**src/pkg/fmo_pkg.sv**
```systemverilog
// Constants for the file-register decrement datapath.
// Assumes a core that issues one decoded instruction per instruction cycle.
package fmo_pkg;
  localparam logic [5:0] FMO_OPCODE = 6'h01;
  localparam logic [7:0] FMO_LIT_OFS_MAX = 8'h5f;
  localparam logic [7:0] FMO_ACCESS_SPLIT = 8'h60;
  localparam logic [3:0] FMO_ACCESS_HI_BANK = 4'hf;
  localparam logic [7:0] FMO_RESET_BYTE = 8'h00;
  localparam int FMO_ADDR_W = 12;
  localparam int FMO_Q_PHASES = 4;
  localparam int FMO_FLAG_C = 0;
  localparam int FMO_FLAG_DC = 1;
  localparam int FMO_FLAG_Z = 2;
  localparam int FMO_FLAG_OV = 3;
  localparam int FMO_FLAG_N = 4;
  typedef enum logic [1:0] {
    FMO_Q1_DECODE = 2'b00,
    FMO_Q2_READ = 2'b01,
    FMO_Q3_PROCESS = 2'b11,
    FMO_Q4_WRITE = 2'b10
  } fmo_phase_e;
endpackage

```
**src/rtl/fmo_file_minus_one_op_path.sv**
```systemverilog
// Execution path of the file-register decrement instruction.
// Assumes data memory returns read data combinationally within the read phase.
`timescale 1ns/1ps
module fmo_file_minus_one_op_path
  import fmo_pkg::*;
(
  input wire logic clk,
  input wire logic arst_n,
  input wire logic instr_valid,
  input wire logic [15:0] instr_word,
  input wire logic ext_set_en,
  input wire logic [3:0] bank_pointer,
  input wire logic [11:0] index_ptr,
  input wire logic [7:0] mem_rdata,
  output logic [11:0] mem_addr,
  output logic mem_we,
  output logic [7:0] mem_wdata,
  output logic [7:0] acc_r,
  output logic [4:0] status_r,
  output logic busy
);
  fmo_phase_e phase_r;
  logic [7:0] file_addr_r;
  logic dest_r;
  logic bank_r;
  logic [7:0] opnd_r;
  logic [7:0] result_r;
  logic lit_ofs_mode;
  logic [11:0] addr_w;
  logic is_file_minus_one_op;
  logic [2:0] busy_run_r;

  function automatic logic [4:0] fmo_dec_flags(input logic [7:0] v);
    logic [7:0] r;
    r = v - 8'h01;
    fmo_dec_flags = '0;
    fmo_dec_flags[FMO_FLAG_C] = (v != 8'h00);
    fmo_dec_flags[FMO_FLAG_DC] = (v[3:0] != 4'h0);
    fmo_dec_flags[FMO_FLAG_Z] = (r == 8'h00);
    fmo_dec_flags[FMO_FLAG_OV] = (v == 8'h80);
    fmo_dec_flags[FMO_FLAG_N] = r[7];
  endfunction

  assign is_file_minus_one_op = instr_valid && (instr_word[15:10] == FMO_OPCODE);
  assign busy = (phase_r != FMO_Q1_DECODE);

  fmo_addr_gen u_addr (
    .file_addr(file_addr_r),
    .bank_sel(bank_r),
    .ext_set_en(ext_set_en),
    .bank_pointer(bank_pointer),
    .index_ptr(index_ptr),
    .data_addr(addr_w),
    .lit_ofs_mode(lit_ofs_mode)
  );
  assign mem_addr = addr_w;

  always_ff @(posedge clk or negedge arst_n) begin
    if (!arst_n) begin
      phase_r <= FMO_Q1_DECODE;
    end else begin
      unique case (phase_r)
        FMO_Q1_DECODE: phase_r <= is_file_minus_one_op ? FMO_Q2_READ : FMO_Q1_DECODE;
        FMO_Q2_READ: phase_r <= FMO_Q3_PROCESS;
        FMO_Q3_PROCESS: phase_r <= FMO_Q4_WRITE;
        FMO_Q4_WRITE: phase_r <= FMO_Q1_DECODE;
      endcase
    end
  end

  // Operand fields are latched so later instruction words cannot disturb the access.
  always_ff @(posedge clk or negedge arst_n) begin
    if (!arst_n) begin
      file_addr_r <= FMO_RESET_BYTE;
      dest_r <= 1'b1;
      bank_r <= 1'b0;
    end else if (phase_r == FMO_Q1_DECODE && is_file_minus_one_op) begin
      file_addr_r <= instr_word[7:0];
      bank_r <= instr_word[8];
      dest_r <= instr_word[9];
    end
  end

  always_ff @(posedge clk or negedge arst_n) begin
    if (!arst_n) begin
      opnd_r <= FMO_RESET_BYTE;
      result_r <= FMO_RESET_BYTE;
    end else if (phase_r == FMO_Q2_READ) begin
      opnd_r <= mem_rdata;
    end else if (phase_r == FMO_Q3_PROCESS) begin
      result_r <= opnd_r - 8'h01;
    end
  end

  // Writes happen only in the write phase, so a read-back of the same address sees the old value.
  assign mem_we = (phase_r == FMO_Q4_WRITE) && dest_r;
  assign mem_wdata = result_r;

  always_ff @(posedge clk or negedge arst_n) begin
    if (!arst_n) begin
      acc_r <= FMO_RESET_BYTE;
    end else if (phase_r == FMO_Q4_WRITE && !dest_r) begin
      acc_r <= result_r;
    end
  end

  always_ff @(posedge clk or negedge arst_n) begin
    if (!arst_n) begin
      status_r <= 5'h00;
    end else if (phase_r == FMO_Q4_WRITE) begin
      status_r <= fmo_dec_flags(opnd_r);
    end
  end

  // A stuck phase machine would hold busy forever; a short count catches it without a long repetition.
  always_ff @(posedge clk or negedge arst_n) begin
    if (!arst_n) begin
      busy_run_r <= 3'h0;
    end else if (!busy) begin
      busy_run_r <= 3'h0;
    end else if (busy_run_r != 3'h7) begin
      busy_run_r <= busy_run_r + 3'h1;
    end
  end

  a_acc_dest_zero: assert property (@(posedge clk) disable iff (!arst_n)
    (phase_r == FMO_Q4_WRITE && !dest_r) |=> (acc_r == $past(opnd_r) - 8'h01) && !$past(mem_we))
    else $error("Accumulator not loaded with decremented value.");
  a_file_write_back: assert property (@(posedge clk) disable iff (!arst_n)
    (phase_r == FMO_Q4_WRITE && dest_r) |-> mem_we && (mem_wdata == opnd_r - 8'h01))
    else $error("File write-back missing or wrong.");
  a_acc_hold_dest: assert property (@(posedge clk) disable iff (!arst_n)
    (phase_r == FMO_Q4_WRITE && dest_r) |=> $stable(acc_r))
    else $error("Accumulator changed on file destination.");
  a_fields_latched: assert property (@(posedge clk) disable iff (!arst_n)
    (phase_r == FMO_Q1_DECODE && is_file_minus_one_op) |=> (file_addr_r == $past(instr_word[7:0])) && (dest_r == $past(instr_word[9])))
    else $error("Operand fields not latched.");
  a_lit_ofs_sel: assert property (@(posedge clk) disable iff (!arst_n)
    (busy && !bank_r && ext_set_en && file_addr_r <= 8'h5f) |-> mem_addr == index_ptr + {4'h0, file_addr_r})
    else $error("Indexed literal-offset address wrong.");
  a_bank_direct: assert property (@(posedge clk) disable iff (!arst_n)
    (busy && bank_r) |-> mem_addr == {bank_pointer, file_addr_r} && !lit_ofs_mode)
    else $error("Banked address wrong.");
  a_zero_flag: assert property (@(posedge clk) disable iff (!arst_n)
    (phase_r == FMO_Q4_WRITE) |=> status_r[FMO_FLAG_Z] == ($past(opnd_r) == 8'h01) && status_r[FMO_FLAG_C] == ($past(opnd_r) != 8'h00))
    else $error("Zero or carry flag wrong.");
  a_four_phases: assert property (@(posedge clk) disable iff (!arst_n)
    (phase_r == FMO_Q1_DECODE && is_file_minus_one_op) |-> ##3 phase_r == FMO_Q4_WRITE ##1 phase_r == FMO_Q1_DECODE)
    else $error("Instruction did not take four phases.");

  a_half_borrow: assert property (@(posedge clk) disable iff (!arst_n)
    (phase_r == FMO_Q4_WRITE)
    |=> (status_r[FMO_FLAG_DC] == ($past(opnd_r[3:0]) != 4'h0)))
    else $error("Half borrow flag wrong.");

  a_range_flag: assert property (@(posedge clk) disable iff (!arst_n)
    (phase_r == FMO_Q4_WRITE)
    |=> (status_r[FMO_FLAG_OV] == ($past(opnd_r) == 8'h80)))
    else $error("Range flag wrong.");

  a_negative_flag: assert property (@(posedge clk) disable iff (!arst_n)
    (phase_r == FMO_Q4_WRITE)
    |=> (status_r[FMO_FLAG_N] == (($past(opnd_r) == 8'h00) || ($past(opnd_r) > 8'h80))))
    else $error("Negative flag wrong.");

  a_status_hold: assert property (@(posedge clk) disable iff (!arst_n)
    (phase_r != FMO_Q4_WRITE)
    |=> $stable(status_r))
    else $error("Status changed outside the write phase.");

  a_acc_hold_idle: assert property (@(posedge clk) disable iff (!arst_n)
    (phase_r != FMO_Q4_WRITE)
    |=> $stable(acc_r))
    else $error("Accumulator changed outside the write phase.");

  a_no_file_write: assert property (@(posedge clk) disable iff (!arst_n)
    !dest_r
    |-> !mem_we)
    else $error("File written on accumulator destination.");

  a_we_write_phase: assert property (@(posedge clk) disable iff (!arst_n)
    mem_we
    |-> (phase_r == FMO_Q4_WRITE) && dest_r)
    else $error("Write strobe outside the write phase.");

  a_opnd_capture: assert property (@(posedge clk) disable iff (!arst_n)
    (phase_r == FMO_Q2_READ)
    |=> (opnd_r == $past(mem_rdata)))
    else $error("Operand not taken in the read phase.");

  a_result_calc: assert property (@(posedge clk) disable iff (!arst_n)
    (phase_r == FMO_Q3_PROCESS)
    |=> (result_r == $past(opnd_r) - 8'h01))
    else $error("Result not one below the operand.");

  a_access_low: assert property (@(posedge clk) disable iff (!arst_n)
    (busy && !bank_r && (!ext_set_en || file_addr_r > FMO_LIT_OFS_MAX) && file_addr_r < FMO_ACCESS_SPLIT)
    |-> (mem_addr[11:8] == 4'h0) && (mem_addr[7:0] == file_addr_r))
    else $error("Low access bank address wrong.");

  a_access_high: assert property (@(posedge clk) disable iff (!arst_n)
    (busy && !bank_r && file_addr_r >= FMO_ACCESS_SPLIT)
    |-> (mem_addr == {FMO_ACCESS_HI_BANK, file_addr_r}))
    else $error("High access bank address wrong.");

  a_lit_ofs_only: assert property (@(posedge clk) disable iff (!arst_n)
    (busy && lit_ofs_mode)
    |-> !bank_r && ext_set_en && (file_addr_r <= FMO_LIT_OFS_MAX))
    else $error("Indexed mode outside its address range.");

  a_busy_refused: assert property (@(posedge clk) disable iff (!arst_n)
    (busy && instr_valid)
    |=> $stable(file_addr_r) && $stable(dest_r) && $stable(bank_r))
    else $error("Operand fields changed while busy.");

  a_idle_ignore: assert property (@(posedge clk) disable iff (!arst_n)
    (phase_r == FMO_Q1_DECODE && !is_file_minus_one_op)
    |=> (phase_r == FMO_Q1_DECODE))
    else $error("Idle path left without a decrement word.");

  a_busy_bounded: assert property (@(posedge clk) disable iff (!arst_n)
    busy
    |-> (int'(busy_run_r) < FMO_Q_PHASES - 1))
    else $error("Busy held longer than one instruction.");
endmodule // fmo_file_minus_one_op_path

```
**src/rtl/fmo_addr_gen.sv**
```systemverilog
// Data-memory address former for byte-oriented file instructions.
// Assumes bank pointer and index pointer are stable during the instruction.
`timescale 1ns/1ps
module fmo_addr_gen
  import fmo_pkg::*;
(
  input wire logic [7:0] file_addr,
  input wire logic bank_sel,
  input wire logic ext_set_en,
  input wire logic [3:0] bank_pointer,
  input wire logic [11:0] index_ptr,
  output logic [11:0] data_addr,
  output logic lit_ofs_mode
);
  always_comb begin
    lit_ofs_mode = !bank_sel && ext_set_en && (file_addr <= FMO_LIT_OFS_MAX);
    if (lit_ofs_mode) begin
      data_addr = index_ptr + {4'h0, file_addr};
    end else if (bank_sel) begin
      data_addr = {bank_pointer, file_addr};
    end else if (file_addr < FMO_ACCESS_SPLIT) begin
      data_addr = {4'h0, file_addr};
    end else begin
      data_addr = {FMO_ACCESS_HI_BANK, file_addr};
    end
  end
endmodule // fmo_addr_gen

```
**config.mk**
```make
export PLATFORM = sky130hd
export DESIGN_NAME = fmo_file_minus_one_op_path
export DESIGN_NICKNAME = d
export VERILOG_FILES = /design/src/pkg/fmo_pkg.sv /design/src/rtl/fmo_file_minus_one_op_path.sv /design/src/rtl/fmo_addr_gen.sv
export SDC_FILE = /design/constraint.sdc
export NUM_CORES = 1
export LEC_CHECK = 0
export ABC_AREA = 1
export BUFFER_PORTS_ARGS = -buffer_cell sky130_fd_sc_hd__clkbuf_2
export CAP_MARGIN = 20
export CORE_MARGIN = 2
export CORE_UTILIZATION = 51
export CTS_CLUSTER_DIAMETER = 50
export DETAILED_ROUTE_END_ITERATION = 6
export GPL_ROUTABILITY_DRIVEN = 1
export PLACE_DENSITY = 0.8
export SLEW_MARGIN = 0
export SYNTH_ARGS = -nofsm -noshare
export SYNTH_HDL_FRONTEND = slang
export SYNTH_SLANG_ARGS = --single-unit
```
**constraint.sdc**
```tcl
create_clock -name clk -period 2 [get_ports clk]
set_input_delay 0.1 -clock clk [delete_from_list [all_inputs] [get_ports clk]]
set_output_delay 0.1 -clock clk [all_outputs]
set_load 0.02 [all_outputs]
```
==> impl_metrics.csv, run 1 <==
group,metric,value,unit
status,run_status,"finished, violations left",
status,violations,"negative setup slack",
route,dr_total_vias,2447,
logic_synthesis,ys.warnings.count,0,
global_route,antenna_found_initial,0,
cts,clk_root_buffer_cell,"clkbuf_8",
logic_synthesis,yosys-mux-area-fraction,0.0306,
critical_path,worst_r2r_endpoint,"status_r[2]",
cts,tritoncts,"done",
route,ant_nets,0,
logic_synthesis,post_synth_instance_area,2450,sq um
placement,dp.cells,458,
placement,gp_routability_congestion,0.849,
route,post-route-drc-count,0,
cells_and_area,final_cell_count_no_fill,476,
floorplanning,coreArea,4690,sq um
route,initialDrtViolationCount,124,
pwr,post-layout-total-power,3.43,mW
logic_synthesis,combinational_family_with_the_most_area_after_synthesis,"simple AND/OR/NAND/NOR gates",
logic_synthesis,syn_avg_cell_area,7.47,sq um
timing,report.final.hold_viol_count,0,
critical_path,r2r_start,"opnd_r[3]",
timing,max_freq,485,MHz
logic_synthesis,yosys_register_bits,41,
placement,preCtsSetupSlack,0.0646,ns
floorplanning,floorplan.initialDensity,0.522,
route,drt-wirelength-per-cell,13.0,um
timing,finalSetupViolCount,3,
floorplanning,rows,25,
logic_synthesis,count_of_mapped_cells_out_of_synthesis,328,
critical_path,worstPathArrival,1.96,ns
global_route,vias_in_the_first_global_route,2374,
cts,cts-root-to-sink-buffers,2,
cells_and_area,fillCellCount,377,
flow_run,max_cap_viols,0,
pwr,ir_worst_vdd,0.747,mV
floorplanning,die_x,73.3,um
placement,post-dp-hpwl,4.55,mm
critical_path,crit_start,"file_addr_r[0]",
cts,worst_skew_pair.late_latency,0.29,ns
timing,final.min_clock_period,2.06,ns
cells_and_area,fin_nets,477,
logic_synthesis,post_synth_adder_cell_area,0.0644,
logic_synthesis,synth-compound-area-share,0.0965,
critical_path,timing.reg2reg.setup_slack,0.45,ns
cts,clkSlewWorstSetupHoldPaths,0.08,ns
timing,finalSetupTns,-0.112,ns
logic_synthesis,synthXorXnorAreaFrac,0.0215,
cells_and_area,finish.instance_area,3270,sq um
global_route,global_route.overflow_total,0,
min_path,hold_path_startpoint,"instr_word[9]",
logic_synthesis,synth_nets,384,
timing,drv_slew,0,
cells_and_area,antenna_diodes,0,
cts,clock_sinks,41,
placement,placed_area,2900,sq um
critical_path,setup.worst_path.class,"register to output port",
timing,rsz_0062_raised_after_global_routing,"true",
placement,buffer_ports.inserted,78,
cts,htree_levels,2,
timing,timing_worst_slew_pin_value,0.511,ns
critical_path,worstSetupStartpointType,"register",
cells_and_area,drive_above_1_share,0.320,
timing,post-route-worst-setup-slack,-0.0622,ns
cells_and_area,area_growth_syn_to_layout,33.6,%
critical_path,critPathCaptureType,"output port",
min_path,whs_endpoint,"dest_r",
floorplanning,fp.dieArea,5370,sq um
critical_path,worst-path-max-fanout,3,
global_route,globalRouteTotalUtil,0.238,
logic_synthesis,yosys.area_share.simple,0.272,
min_path,timing.hold.worst.class,"input pin to register",
pwr,total_leakage_power,1.80,nW
cts,cts-buffers-inserted,5,
route,drt_pass1_iterations,4,
route,vias_per_cell,5.14,
min_path,timing.hold.worst_path_depth,3,
global_route,grt_first_pass_wirelength,9.96,mm
critical_path,worst-endpoint-required,1.90,ns
timing,final.period_utilization,1.03,
timing,finClkSkew,0.00932,ns
floorplanning,floorplan.io_pins,79,
floorplanning,die_y_extent,73.3,um
logic_synthesis,synth.distinct_cells,28,
critical_path,rr_worst_depth,7,
pwr,cellPowerDensity,1050,nW/um^2
global_route,grt_start_max_net_pins,22,
timing,timing.slew.headroom,0.659,
route,route.final.wire_length,6.17,mm
logic_synthesis,synth.yosys.seq_area_share,0.419,
## stage by stage
step           hold WS [ns]  utilization
3_5_place_dp         0.0895        0.619
3_3_place_gp         0.0836        0.619
6_report             0.0267        0.697
4_1_cts              0.0198        0.685
5_1_grt              0.0366        0.697
2_1_floorplan        -0.196            -
## placed cells by master (no fill, tap or decap), drive strengths merged, types with 11 or more instances in the layout
master	instances
nor2	34
nand3	21
clkbuf	80
nand2	95
inv	49
a21oi	13
o21ai	28
ha	11
dfrtp	40
buf	19
## routing by layer
metal,part of all wire,vias up,global-route usage
li1,-,1223,-
met5,0,-,0
met1,0.41,1124,0.285
met4,0.024,0,0.111
met3,0.048,15,0.0288
met2,0.52,85,0.423
## critical path: stages, from the launching register on
cell and delay, ns:
dfrtp_1 0.39, ha_4 0.14, inv_2 0.03, fa_2 0.34
inv_2 0.07, nand3_2 0.07, nand3_2 0.09, nand2_1 0.06
nand2_1 0.08, or2_4 0.11, nand3_2 0.05, nand2_1 0.08
clkbuf_8 0.14
## final cells by class
cell class | count | area [sq um] | share of cell area
clock inverter | 1 | 30.0 | 0.00918
sequential | 41 | 1030 | 0.315
multi-input combinational | 230 | 1330 | 0.407
clock buffer | 7 | 86.3 | 0.0264
inverter | 50 | 193 | 0.0589
timing repair buffer | 93 | 531 | 0.162
tap | 54 | 67.6 | 0.0207
## registers in the layout, summed over array words and instances, names as in the netlist
| register | count |
|---|---|
| phase_r | 2 |
| opnd_r | 8 |
| dest_r | 1 |
| bank_r | 1 |
| mem_wdata | 8 |
| acc_r | 8 |
| status_r | 5 |
| file_addr_r | 8 |
## power by group
| group | internal [mW] | switching (mW) |
|---|---|---|
| clock | 0.407 | 0.275 |
| combinational | 0.586 | 0.897 |
| sequential | 1.08 | 0.182 |
| total | 2.08 | 1.35 |
## worst max-delay path by stage
stage,endpoint,slack (ns),depth (start not counted)
final,mem_addr[6],-0.06,12
after global placement,mem_addr[6],0.15,12
after CTS,mem_addr[6],-0.07,12
after global routing,mem_addr[7],-0.16,11
after detailed placement,mem_addr[6],0.06,12
after floorplan,mem_addr[4],0.15,8
## cells by family (layout without fill, tap and decap cells)
group	count (synthesis)	count (layout)
AOI/OAI and AO/OA	45	45
DFF	41	41
muxes	6	6
xor gates and xnor gates	6	6
and+or+nand+nor	161	161
adders and majority gates	12	12
buffers and inverters	57	151
## synth_stat cells
library cell	n	area (sq um)
a21boi_0	1	7.51
clkbuf_1	5	18.8
inv_6	1	8.76
nand3_1	21	105
a21o_1	1	7.51
nor2_1	34	128
o21ai_0	28	140
nand2_1	94	353
a31oi_1	1	6.26
nand2_4	1	11.3
dfstp_2	1	26.3
a32o_1	1	10.0
nor4_1	1	6.26
xor2_1	3	26.3
nand3b_1	1	7.51
inv_1	48	180
ha_1	11	138
buf_6	2	22.5
or2_2	2	12.5
mux2_2	4	45.0
or2_1	1	6.26
clkinv_1	1	3.75
fa_1	1	20.0
a21oi_1	13	65.1
xnor2_1	3	26.3
dfrtp_1	40	1000
mux2_4	2	30.0
nand4_1	6	37.5
## repair_timing
item,in CTS,in global routing
hold endpoints to repair,17,0
buffers inserted,5,4
setup endpoints to repair,8,9
pin swaps,4,5
hold buffers,1,0
resized for setup,26,17
Power figures use the tool's default switching activity.
==> inputs of run 2 (changes only) <==
--- a/config.mk
+++ b/config.mk
@@ -5,15 +5,14 @@
 export SDC_FILE = /design/constraint.sdc
 export NUM_CORES = 1
 export LEC_CHECK = 0
-export ABC_AREA = 1
 export BUFFER_PORTS_ARGS = -buffer_cell sky130_fd_sc_hd__clkbuf_2
 export CAP_MARGIN = 20
 export CORE_MARGIN = 2
-export CORE_UTILIZATION = 51
+export CORE_UTILIZATION = 50
 export CTS_CLUSTER_DIAMETER = 50
 export DETAILED_ROUTE_END_ITERATION = 6
 export GPL_ROUTABILITY_DRIVEN = 1
-export PLACE_DENSITY = 0.8
+export PLACE_DENSITY = 0.79
 export SLEW_MARGIN = 0
 export SYNTH_ARGS = -nofsm -noshare
 export SYNTH_HDL_FRONTEND = slang
==> run 2 against run 1 <==
  * The flow still finishes with violations (negative setup slack)
  * Area after synthesis down 3.4%
  * Final cell count down 19%
  * Final area up 1.8%
==> impl_metrics.csv, run 2 <==
group,metric,value,unit
pwr,cellPowerDensity,1160,nW/um^2
placement,preCtsSetupSlack,-0.155,ns
floorplanning,rows,25,
placement,post-dp-hpwl,4.03,mm
logic_synthesis,post_synth_most_frequent_cells,"dfrtp_1 (40), nand2_1 (26), o21ai_0 (18), mux2_2 (15), nor2_1 (12)",
route,dr_total_vias,2086,
status,run_status,"finished, violations left",
cells_and_area,layout_commonest_cell,"clkbuf_2",
timing,drv_slew,0,
global_route,grt_first_pass_wirelength,9.30,mm
pwr,post-layout-total-power,3.87,mW
critical_path,worst-endpoint-required,1.90,ns
route,post-route-drc-count,0,
logic_synthesis,synth.distinct_cells,50,
placement,gp_routability_congestion,0.819,
critical_path,critPathCaptureType,"output port",
logic_synthesis,number_of_enable_type_register_cells_in_the_synthesized_netlist,0,
cts,tritoncts,"done",
cells_and_area,area_growth_syn_to_layout,40.6,%
cts,clkSlewWorstSetupHoldPaths,0.08,ns
placement,buffer_ports.inserted,78,
logic_synthesis,share_of_the_synthesized_area_in_the_top_cell_type,0.423,
pwr,total_leakage_power,1.65,nW
pwr,pwr-share-comb,0.445,
floorplanning,die_y_extent,72.8,um
pwr,p_sw,1.47,mW
cts,worst_skew_pair.late_latency,0.29,ns
cells_and_area,fillCellCount,355,
global_route,grt_start_max_net_pins,42,
timing,finClkSkew,0.00529,ns
timing,post-route-worst-setup-slack,-0.503,ns
cells_and_area,fin_nets,388,
min_path,timing.hold.worst.class,"input pin to register",
timing,report.final.hold_viol_count,0,
logic_synthesis,synth.yosys.seq_area_share,0.434,
global_route,global_route.overflow_total,0,
logic_synthesis,count_of_mapped_cells_out_of_synthesis,224,
logic_synthesis,synthTopCellsByArea,"dfrtp_1 (42%), mux2_2 (7.1%), ha_1 (5.8%)",
floorplanning,coreArea,4630,sq um
logic_synthesis,yosys_register_bits,41,
logic_synthesis,syn_avg_cell_area,10.6,sq um
cells_and_area,drive_above_1_share,0.489,
critical_path,rr_worst_depth,4,
timing,finalSetupTns,-2.77,ns
pwr,power.share.sequential,0.349,
floorplanning,die_x,72.8,um
route,initialDrtViolationCount,71,
critical_path,worst-path-max-fanout,3,
cts,cts-buffers-inserted,5,
cts,clk_root_buffer_cell,"clkbuf_8",
logic_synthesis,synthArstFlopShare,1.00,
route,route.final.wire_length,5.82,mm
global_route,globalRouteTotalUtil,0.226,
pwr,ir_worst_vdd,0.802,mV
cells_and_area,antenna_diodes,0,
route,drt_pass1_iterations,4,
cells_and_area,layout.cells.most_common_list,"clkbuf_2 (68), dfrtp_1 (40), buf_4 (30)",
flow_run,max_cap_viols,0,
route,vias_per_cell,5.39,
cts,htree_levels,2,
pwr,internal-power,2.40,mW
floorplanning,floorplan.initialDensity,0.511,
timing,final.min_clock_period,2.50,ns
logic_synthesis,yosys.cell_count.top_type,"dfrtp_1",
pwr,share_clk_of_total_power,0.205,
global_route,vias_in_the_first_global_route,2038,
cts,clock_sinks,41,
cts,cts-root-to-sink-buffers,2,
logic_synthesis,synth_nets,280,
logic_synthesis,post_synth_instance_area,2370,sq um
logic_synthesis,netlist.top_cell.by_area,"dfrtp_1",
timing,final.period_utilization,1.25,
critical_path,worstSetupStartpointType,"register",
logic_synthesis,synth_top_flop_cell,"dfrtp_1",
timing,finalSetupViolCount,10,
min_path,timing.hold.worst_path_depth,3,
critical_path,setup.worst_path.class,"register to output port",
floorplanning,fp.dieArea,5300,sq um
route,drt-wirelength-per-cell,15.0,um
global_route,antenna_found_initial,0,
route,ant_nets,0,
timing,max_freq,399,MHz
status,violations,"negative setup slack",
timing,rsz_0062_raised_after_global_routing,"true",
logic_synthesis,ys.warnings.count,0,
critical_path,worstPathArrival,2.40,ns
pwr,switching_share,0.380,
floorplanning,floorplan.io_pins,79,
timing,timing.slew.headroom,0.560,
timing,timing_worst_slew_pin_value,0.654,ns
-- run 2: changes by cell type after synthesis, moves of 7 or more --
| cell | change |
|---|---|
| nand2_1 | -68 |
| inv_1 | -41 |
| nor2_1 | -22 |
| nand3_1 | -16 |
| mux2_2 | +11 |
| o21ai_0 | -10 |
| a21oi_1 | -9 |
| mux2_4 | +7 |
-- run 2: cell families after synthesis --
family                   count (synthesis)  synth area share
AND/OR/NAND/NOR                         73             0.162
AO/OA/AOI/OAI                           48             0.136
flip-flops                              41             0.434
multiplexers                            26             0.137
buffers and inverters                   13            0.0238
adder cells (fa/ha/maj)                 12            0.0666
XOR/XNOR                                11            0.0407
-- run 2: area by class of cell --
type,instances,area [sq um],share of cell area
repair buffers,107,661,0.198
well taps,54,67.6,0.0203
flip-flops and latches,41,1030,0.309
clock inverters,3,68.8,0.0207
inverters,7,26.3,0.00789
multi-input cells,170,1410,0.424
clock buffers,5,68.8,0.0207
-- run 2: power groups by stage --
stage	logic, mW	clock network [mW]	registers, mW
2_1_floorplan	0.842	0	1.51
3_3_place_gp	1.51	0	1.34
3_5_place_dp	1.54	0	1.36
4_1_cts	1.66	0.807	1.35
5_1_grt	1.87	0.843	1.40
6_report	1.72	0.796	1.35
-- run 2: timing repair --
action	CTS	global route
cloned	0	0
resized for setup	25	18
endpoints found under the setup margin	9	13
buffers inserted	7	4
hold buffers	1	0
pin swaps	15	11
hold endpoints to repair	40	0
-- run 2: path summary, 6_finish.rpt --
kind,start,to,slack (ns)
worst max-delay path,file_addr_r[0],mem_addr[10],-0.50
min in group asynchronous,arst_n,acc_r[4],0.40
worst max register to register,phase_r[0],bank_r,0.27
max in group asynchronous,arst_n,dest_r,1.22
worst min-delay path,mem_rdata[0],opnd_r[0],0.01
worst min register to register,status_r[0],status_r[0],0.48
-- run 2: critical path, cell delays in order, from the launching register on --
cell and delay (ns):
dfrtp_1 0.36, ha_2 0.19, inv_2 0.04, fa_2 0.36, nor2b_4 0.14, o31a_1 0.25
o21ai_2 0.08, or4_1 0.41, nand3b_1 0.13, clkbuf_8 0.16
-- run 2: through the flow --
step / instance area [sq um] / hold slack (ns) / utilization / std cells
floorplan: 2380 / -0.196 / - / 224
global placement: 2940 / 0.190 / 0.634 / 367
detailed placement: 2940 / 0.194 / 0.634 / 367
CTS: 3260 / 0.0102 / 0.704 / 383
global route: 3330 / 0.0110 / 0.719 / 387
finish: 3330 / 0.0137 / 0.719 / 387
-- run 2: metal layers --
metal / vias to the layer above / track usage / part of all wire
li1: 1015 / - / -
met5: - / 0 / 0
met1: 976 / 0.284 / 0.43
met4: 0 / 0.111 / 0.035
met2: 74 / 0.364 / 0.49
met3: 21 / 0.0552 / 0.042
